===== config.mk =====
export PLATFORM = sky130hd
export DESIGN_NAME = standby_mode_controller
export DESIGN_NICKNAME = d
export VERILOG_FILES = /design/src/verilog/smc_pkg.sv /design/src/verilog/smc_if.sv /design/src/verilog/smc_stab_timer.sv /design/src/verilog/standby_mode_controller.sv
export VERILOG_INCLUDE_DIRS = /design/src /design/src/verilog
export SDC_FILE = /design/constraint.sdc
export NUM_CORES = 1
export LEC_CHECK = 0
export BUFFER_PORTS_ARGS = -buffer_cell sky130_fd_sc_hd__buf_4
export CAP_MARGIN = 40
export CORE_MARGIN = 2
export CORE_UTILIZATION = 55
export DETAILED_ROUTE_END_ITERATION = 8
export GPL_ROUTABILITY_DRIVEN = 1
export MAX_ROUTING_LAYER = met4
export PLACE_DENSITY = 0.87
export SLEW_MARGIN = 10
export SYNTH_ARGS = -nofsm -noshare
export SYNTH_HDL_FRONTEND = slang
export SYNTH_SLANG_ARGS = --single-unit

===== constraint.sdc =====
create_clock -name clk_sys -period 3.6 [get_ports clk_sys]
set_input_delay 0.54 -clock clk_sys [delete_from_list [all_inputs] [get_ports clk_sys]]
set_output_delay 0.54 -clock clk_sys [all_outputs]
set_load 0.05 [all_outputs]

===== src/verilog/smc_params.svh =====
// Purpose: timing constants of the standby mode controller
// Assumes: clk_sys runs at 40 MHz and keeps running in every sleep mode
// Notes: definitions only
`ifndef SMC_PARAMS_SVH
`define SMC_PARAMS_SVH

// ****************************************
// clock and stabilization timing
// ****************************************
`define SMC_CLK_PERIOD_NS 25
// oscillation stabilization wait after deep sleep on the crystal source
`define SMC_STAB_TIME_NS 6400
// least time, so the cycle count rounds up
`define SMC_STAB_CYC ((`SMC_STAB_TIME_NS + `SMC_CLK_PERIOD_NS - 1) / `SMC_CLK_PERIOD_NS)
`define SMC_STAB_W 9

`endif


===== src/verilog/smc_pkg.sv =====
// Purpose: types of the standby mode controller
// Assumes: nothing beyond the params header
// Notes: one-hot state codes
`default_nettype none

package smc_pkg;
   // ****************************************
   // controller states
   // ****************************************
   typedef enum logic [3:0] {
      SMC_ST_RUN  = 4'h1,
      SMC_ST_HALT = 4'h2,
      SMC_ST_STOP = 4'h4,
      SMC_ST_WAIT = 4'h8
   } smc_state_t;
endpackage: smc_pkg

`default_nettype wire


===== src/verilog/smc_if.sv =====
// Purpose: start/done link between controller and stabilization timer
// Assumes: both ends on clk_sys
// Notes: start is a level held for the whole wait
`timescale 1ns/1ps
`default_nettype none

interface smc_if;
   logic start;
   logic done;
   modport ctl (output start, input done);
   modport tmr (input start, output done);
endinterface: smc_if

`default_nettype wire


===== src/verilog/smc_stab_timer.sv =====
// Purpose: counts the oscillation stabilization wait
// Assumes: start stays high until done has been seen
// Notes: done rises in the last cycle of the wait
`timescale 1ns/1ps
`default_nettype none
`include "smc_params.svh"

module smc_stab_timer (
   input wire logic clk_sys,
   input wire logic reset_n,
   smc_if.tmr tif
);
   localparam logic [`SMC_STAB_W-1:0] LAST_CNT = `SMC_STAB_W'(`SMC_STAB_CYC - 1);

   logic [`SMC_STAB_W-1:0] cnt;
   logic [`SMC_STAB_W-1:0] next_cnt;

   // ****************************************
   // counter
   // ****************************************
   // clear whenever idle so each wait starts from zero
   always_comb begin
      next_cnt = '0;
      if (tif.start && cnt != LAST_CNT) begin
         next_cnt = cnt + `SMC_STAB_W'(1);
      end
   end

   always_ff @(posedge clk_sys) begin
      if (!reset_n) begin
         cnt <= '0;
      end else begin
         cnt <= next_cnt;
      end
   end

   // handshake output may be combinational
   assign tif.done = tif.start && (cnt == LAST_CNT);
endmodule: smc_stab_timer

`default_nettype wire


===== src/verilog/standby_mode_controller.sv =====
// Purpose: light and deep sleep control for an 8-bit core
// Assumes: clk_sys is a free-running low-level clock, separate from the gated core clock
// Notes: all outputs are registered and follow the state one edge after a decision
//
// Overview of operation
// light sleep instruction puts the device into light sleep
// core clock is gated off during light sleep
// oscillators running before light sleep keep running
// interrupt ends light sleep at once, no stabilization wait
// deep sleep instruction puts the device into deep sleep
// deep sleep halts high-speed system and internal high-speed oscillators
// interrupt ends deep sleep
// crystal source selected: wait stabilization time before resuming
// registers, flags and data memory hold their values while asleep
// port output latches and buffer states hold while asleep
// software requests deep sleep only when on the main clock
// subsystem oscillator is never stopped by a sleep mode
// light sleep works on main or subsystem clock
// software stops main-clock peripherals before deep sleep
// software should clear converter run and comparator bits first
// reset ends either sleep mode and restarts normally
`timescale 1ns/1ps
`default_nettype none
`include "smc_params.svh"

module standby_mode_controller (
   input wire logic clk_sys,
   input wire logic reset_n,
   input wire logic haltExec,
   input wire logic stopExec,
   input wire logic intReq,
   input wire logic cpuOnSubClk,
   input wire logic xtalSelected,
   input wire logic hsOscReq,
   input wire logic ihsOscReq,
   input wire logic ilsOscReq,
   input wire logic subOscReq,
   output logic cpuClkEn,
   output logic hsOscRun,
   output logic ihsOscRun,
   output logic ilsOscRun,
   output logic subOscRun,
   output logic stateHold,
   output logic inHalt,
   output logic inStop,
   output logic stopRefused
);
   smc_pkg::smc_state_t state;
   smc_pkg::smc_state_t next_state;
   logic next_cpuClkEn;
   logic next_hsOscRun;
   logic next_ihsOscRun;
   logic next_ilsOscRun;
   logic next_subOscRun;
   logic next_stateHold;
   logic next_inHalt;
   logic next_inStop;
   logic next_stopRefused;

   smc_if waitIf ();

   // true for every state in which the core is not running
   function automatic logic smcAsleep(input smc_pkg::smc_state_t s);
      smcAsleep = (s != smc_pkg::SMC_ST_RUN);
   endfunction: smcAsleep

   // true where the high-speed sources must be off
   function automatic logic smcHsOff(input smc_pkg::smc_state_t s);
      smcHsOff = (s == smc_pkg::SMC_ST_STOP);
   endfunction: smcHsOff

   // ****************************************
   // stabilization timer
   // ****************************************
   // start held for the whole wait state, done ends it
   assign waitIf.start = (state == smc_pkg::SMC_ST_WAIT);

   smc_stab_timer stabTimer (
      .clk_sys(clk_sys),
      .reset_n(reset_n),
      .tif(waitIf.tmr)
   );

   // ****************************************
   // state machine
   // ****************************************
   // pending interrupt at entry wakes on the next edge, or enters the crystal wait state, never lost
   always_comb begin
      next_state = state;
      next_stopRefused = 1'b0;
      case (state)
         smc_pkg::SMC_ST_RUN: begin
            if (stopExec && cpuOnSubClk) begin
               // deep sleep refused on subclock
               next_stopRefused = 1'b1;
            end else if (stopExec) begin
               // deep sleep entry
               next_state = smc_pkg::SMC_ST_STOP;
            end else if (haltExec) begin
               // light sleep entry, either clock
               next_state = smc_pkg::SMC_ST_HALT;
            end
         end
         smc_pkg::SMC_ST_HALT: begin
            // immediate interrupt wake
            if (intReq) begin
               next_state = smc_pkg::SMC_ST_RUN;
            end
         end
         smc_pkg::SMC_ST_STOP: begin
            // interrupt wake, crystal needs a wait
            if (intReq && xtalSelected) begin
               next_state = smc_pkg::SMC_ST_WAIT;
            end else if (intReq) begin
               next_state = smc_pkg::SMC_ST_RUN;
            end
         end
         smc_pkg::SMC_ST_WAIT: begin
            // resume after stabilization count
            if (waitIf.done) begin
               next_state = smc_pkg::SMC_ST_RUN;
            end
         end
         default: begin
            next_state = smc_pkg::SMC_ST_RUN;
         end
      endcase
   end

   // ****************************************
   // clock and oscillator controls
   // ****************************************
   // outputs derived from the next state so they line up with it
   always_comb begin
      // core clock gate
      next_cpuClkEn = !smcAsleep(next_state);
      // high-speed sources off in deep sleep
      next_hsOscRun = hsOscReq && !smcHsOff(next_state);
      next_ihsOscRun = ihsOscReq && !smcHsOff(next_state);
      // low-speed keeps its setting in every state
      next_ilsOscRun = ilsOscReq;
      // subsystem never stopped here
      next_subOscRun = subOscReq;
      // freeze core and port state while asleep
      next_stateHold = smcAsleep(next_state);
      next_inHalt = (next_state == smc_pkg::SMC_ST_HALT);
      next_inStop = smcHsOff(next_state);
   end

   // ****************************************
   // registers
   // ****************************************
   // reset forces the running state
   always_ff @(posedge clk_sys) begin
      if (!reset_n) begin
         state <= smc_pkg::SMC_ST_RUN;
         cpuClkEn <= 1'b1;
         hsOscRun <= 1'b0;
         ihsOscRun <= 1'b0;
         ilsOscRun <= 1'b0;
         subOscRun <= 1'b0;
         stateHold <= 1'b0;
         inHalt <= 1'b0;
         inStop <= 1'b0;
         stopRefused <= 1'b0;
      end else begin
         state <= next_state;
         cpuClkEn <= next_cpuClkEn;
         hsOscRun <= next_hsOscRun;
         ihsOscRun <= next_ihsOscRun;
         ilsOscRun <= next_ilsOscRun;
         subOscRun <= next_subOscRun;
         stateHold <= next_stateHold;
         inHalt <= next_inHalt;
         inStop <= next_inStop;
         stopRefused <= next_stopRefused;
      end
   end

   // ****************************************
   // checks
   // ****************************************
   localparam int STAB_CYC = `SMC_STAB_CYC;
   logic [15:0] waitDwell;

   // helper: cycles spent in the wait state so far
   always_ff @(posedge clk_sys) begin
      if (!reset_n || state != smc_pkg::SMC_ST_WAIT) begin
         waitDwell <= 16'h0000;
      end else begin
         waitDwell <= waitDwell + 16'h0001;
      end
   end
endmodule: standby_mode_controller

`default_nettype wire


## After elaboration in Yosys (flattened, before gate mapping)

Index checks and enable logic that the tools add are counted.

- Register bits: 22
- Bits of input ports: 11
- Word-level logic and storage cells: 39

- Add/sub/neg operators: 1
- Equality and inequality tests: 9
- Mux-type cells: 8
- Reductions and logical operators: 10

Operators with widths:

| kind | count |
|---|---|
| two-way mux 4 bit | 6 |
| case mux 4 bit (4 select lines) | 1 |
| adder 9 x 1 -> 9 bit, second input constant | 1 |
| == test 9 x 8 -> 1 bit, second input constant | 1 |
| != test 9 x 8 -> 1 bit, second input constant | 1 |
| == test 4 x 2 -> 1 bit, second input constant | 2 |
| == test 4 x 3 -> 1 bit, second input constant | 2 |
| logical AND 1 bit | 6 |
| == test 4 x 1 -> 1 bit, second input constant | 1 |
| == test 4 bit, second input constant | 1 |
| != test 4 x 1 -> 1 bit, second input constant | 1 |
| AND reduction 2 bit | 2 |
| zero test 1 bit | 2 |
| two-way mux 1 bit | 1 |

## Depth between registers and ports, before layout

- Depth after elaboration: 7
- Depth in mapped cells: 7

## By module

A second synthesis with hierarchy kept.

- Cells, all modules: 90
- Area total of the unflattened synthesis: 877.1 sq um

Modules (own cells, without submodules):

| module | instances | cells an instance | area an instance (sq um) | sequential area each (sq um) |
|---|---|---|---|---|
| standby_mode_controller | 1 | 49 | 504.2 | 260.2 |
| smc_stab_timer | 1 | 41 | 372.9 | 180.2 |

## Worst setup path before layout

OpenSTA, ideal clock, no wires.

- Path type: reg2reg
- Start point: register stabTimer.cnt[0]
- End point: register cpuClkEn
- Arrival: 1537 ps
- Slack: 1929 ps
- Cell stages (with the launch flop): 8
- Period minus slack after synthesis: 1671 ps
- Path through: dfxtp_1 -> ha_1 -> nand3_1 -> nor3_1 -> ha_1 -> nand3b_1 -> a21boi_1 -> or4_1

- Cells in the longest elaborated chain, start to end: 6

RTL lines:

| item | RTL line | text |
|---|---|---|
| start, declared | smc_stab_timer.sv:15 | `` logic [`SMC_STAB_W-1:0] cnt; `` |
| start signal, assigned | smc_stab_timer.sv:33 | `cnt <= next_cnt;` |
| == test 9 x 8 -> 1 bit | smc_stab_timer.sv:38 | `assign tif.done = tif.start && (cnt == LAST_CNT);` |
| logical AND 1 bit | smc_stab_timer.sv:38 |  |
| two-way mux 4 bit | standby_mode_controller.sv:120 | `if (waitIf.done) begin` |
| case mux 4 bit (4 select lines) | standby_mode_controller.sv:91 | `case (state)` |
| != test 4 x 1 -> 1 bit | standby_mode_controller.sv:64 | `smcAsleep = (s != smc_pkg::SMC_ST_RUN);` |
| zero test 1 bit | standby_mode_controller.sv:136 | `next_cpuClkEn = !smcAsleep(next_state);` |
| end signal, assigned | standby_mode_controller.sv:168 | `cpuClkEn <= next_cpuClkEn;` |
| end, declared | standby_mode_controller.sv:38 | `output logic cpuClkEn,` |

No other way between the ends.
A chain may end at the register's enable or synchronous reset.

## Worst setup path in the final report

- Start point: register stabTimer.cnt[0]
- End point: register stabTimer.cnt[7]

- Cells in the longest elaborated chain, start to end: 3

RTL lines:

| item |
|---|
| branches (longest 3 deep; another with adder 9 x 1 -> 9 bit) |

Parallel ways; which one is timed is not known.

==> flow_summary.ini <==
[pwr]
switchingPower_uw = 136
p_int_uw = 403
power_frac_seq_pct = 48.7
p_leak_uw = 0.000442
clockPowerShare_pct = 34.7
swShare_pct = 25.2
combPwrFrac_pct = 16.5
max-vdd-ir-drop_mv = 0.274
powerDensity_nw_per_um2 = 474

[worst_setup_path]
crit_arrival_ps = 2120
worstSetupPathType = reg -> reg
crit_path_max_incr_delay_ps = 350
cp_cell_sequence = ha_1 -> nand3_1 -> nor3_1 -> ha_1 -> nor3b_1 -> nand3_1 -> a21oi_1
cp-start-kind = flip-flop
critPathSlowestCell = dfxtp_1
cp-end-kind = flip-flop
required_ps = 3840
crit_fanout = 9

[logic_synthesis]
yosysSeqAreaShare_pct = 46.7
syn_avg_cell_area_sq_um = 9.93
synth_top_cell_area_share_pct = 46.7
ys_top_cells_by_count = dfxtp_1 (22), nand2_1 (7), nor2_1 (7)
synth_area_leader_cell = dfxtp_1
synth.distinct_cells = 32
ys_seq_elements = 22
ys_top_cells_by_area = dfxtp_1 (47%), nand2_1 (2.8%), nor2_1 (2.8%)
synthMuxAreaShare_pct = 0
dominantRegCellSynth = dfxtp_1
synthAdderAreaFrac_pct = 2.65
postSynthCellCount = 95
synthSimpleGateAreaFrac_pct = 32.1
synth_area_sq_um = 943
synth_compound_area_share_pct = 10.5
synth_top_family_by_area = simple AND/OR/NAND/NOR gates
async_flop_share_pct = 0
synth_warnings = 0
synth_nets = 108
synth-xor-area-share_pct = 3.71
synth_most_common_cell = dfxtp_1
synth_edf_count = 0

[place]
placedInstanceArea_sq_um = 1080
portBuffers = 19
pre_cts_ws_ps = 1760
place_congestion = 0.767
hpwl_um = 1310

[clocking]
cts_buffers = 3
root_buffer = clkbuf_4
clk_pin_slew_ps = 120
clock_path_buffers = 2
cts_tree = yes
cts_setup_buffers = 0
cts_resized = 0
cts_hold_buf = 0
cts.sinks = 22
cts-htree-levels = 1
clkLatencyLatePin_ps = 310

[die]
fp.coreArea_sq_um = 1560
chipWidth_um = 45.4
die-area_sq_um = 2060
num_rows = 14
io_pins = 20
initial_core_util_pct = 60.5
die_y_um = 45.4

[routing]
drt-wirelength-per-cell_um = 13.5
vias = 774
first_pass_iters = 4
ant_nets = 0
routed_wirelength_um = 1790
drt-initial-drc-count = 12
avgViaCountPerCell = 5.86
drc = 0

[outcome]
status = completed

[cells_and_area]
fin_util_pct = 72.9
drive_above_1_share_pct = 25.0
areaGrowthSynthToFinish_pct = 20.4
final_nets = 130
antenna_cells = 0
stdcell_area_sq_um = 1140

[global_routing]
gr-total-overflow = 0
first_global_vias = 747
antenna_found_initial = 0
grt_max_degree = 14
grt_pass1_wl_um = 3000
track_usage_pct = 21.0

[sta]
final_hold_viol_count = 0
fin_skew_ps = 6.61
maxSlewHeadroom_pct = 66.5
fin_crit_ps = 1870
max_clock_freq_ghz = 0.534
tightest_slew_ps = 502
slew_viol_final = 0
rsz0062_at_grt = no
finalSetupTns_ps = 0
setup_viol = 0
hold_ws_ps = 426
worst_slack_ps = 1730
period_share_pct = 52.0

[job]
cap_violations = 0

[worst_hold_path]
min_path_type = in -> reg
==> routing by layer <==
metal | part of all wire [%] | up-vias | track usage [%]
li1 | - | 387 | -
met1 | 42 | 367 | 23.7
met2 | 53 | 18 | 36.3
met3 | 3.8 | 2 | 3.57
met4 | 1.2 | 0 | 8.82
met5 | 0 | - | -
==> per-stage QoR <==
| stage | total power (uW) | instances |
|---|---|---|
| 6_report | 539 | 132 |
| 3_5_place_dp | 357 | 128 |
| 2_1_floorplan | 329 | 95 |
| 3_3_place_gp | 355 | 128 |
| 4_1_cts | 543 | 132 |
| 5_1_grt | 556 | 132 |
==> power by group through the flow <==
stage / registers (uW) / clock network, uW / logic, uW
6_report: 263 / 187 / 89.1
3_5_place_dp: 268 / 0 / 88.7
2_1_floorplan: 293 / 0 / 35.7
5_1_grt: 264 / 198 / 94.0
3_3_place_gp: 268 / 0 / 87.4
4_1_cts: 263 / 191 / 89.3
==> flip-flops by register name, indices dropped and copies added (netlist names) <==
name,cells
cpuClkEn,1
hsOscRun,1
ihsOscRun,1
ilsOscRun,1
inHalt,1
inStop,1
stabTimer.cnt,9
state,4
stateHold,1
stopRefused,1
subOscRun,1
==> kinds of logic (layout without fill, tap and decap cells) <==
kind of cell    Yosys count  in the layout
xor+xnor                  4              4
simple gates             47             47
buf+inv                   7             28
compound gates           13             13
fa+ha+maj                 2              2
flops                    22             22
==> path summary, 6_finish.rpt <==
| path | start | endpoint | slack (ps) | depth (start not counted) |
|---|---|---|---|---|
| worst min register to register | stabTimer.cnt[0] | stabTimer.cnt[0] | 480 | 1 |
| worst min-delay path | subOscReq | subOscRun | 430 | 2 |
| worst max register to register | stabTimer.cnt[0] | stabTimer.cnt[7] | 1730 | 7 |
| worst max-delay path | stabTimer.cnt[0] | stabTimer.cnt[7] | 1730 | 7 |
==> critical path, delay by kind of cell (launching register included) <==
family / cells / cell delay [ps]
AO/OA/AOI/OAI: 1 / 220
adder cells (fa/ha/maj): 2 / 430
flip-flops: 1 / 350
AND/OR/NAND/NOR: 4 / 800
==> placed cells by master, fill, tap and decap left out, drive strengths merged, types with 2 or more instances in the layout <==
cell type,instances
nor4b,2
ha,2
xor2,2
buf,19
nand2,7
inv,5
dfxtp,22
nand3,5
and2,2
or4,3
a21oi,5
a2111oi,2
nor2,7
or3,2
nand3b,2
clkbuf,3
xnor2,2
nor3b,4
o21ai,2
nor4,4
nor3,4
==> cell type report <==
class	instances	area, sq um
Multi-Input combinational cell	66	462
Sequential cell	22	440
Fill cell	118	423
Timing Repair Buffer	19	143
Clock inverter	1	30.0
Clock buffer	3	22.5
Tap cell	16	20.0
Inverter	5	18.8
No activity file was read; power rests on OpenSTA's default activity.
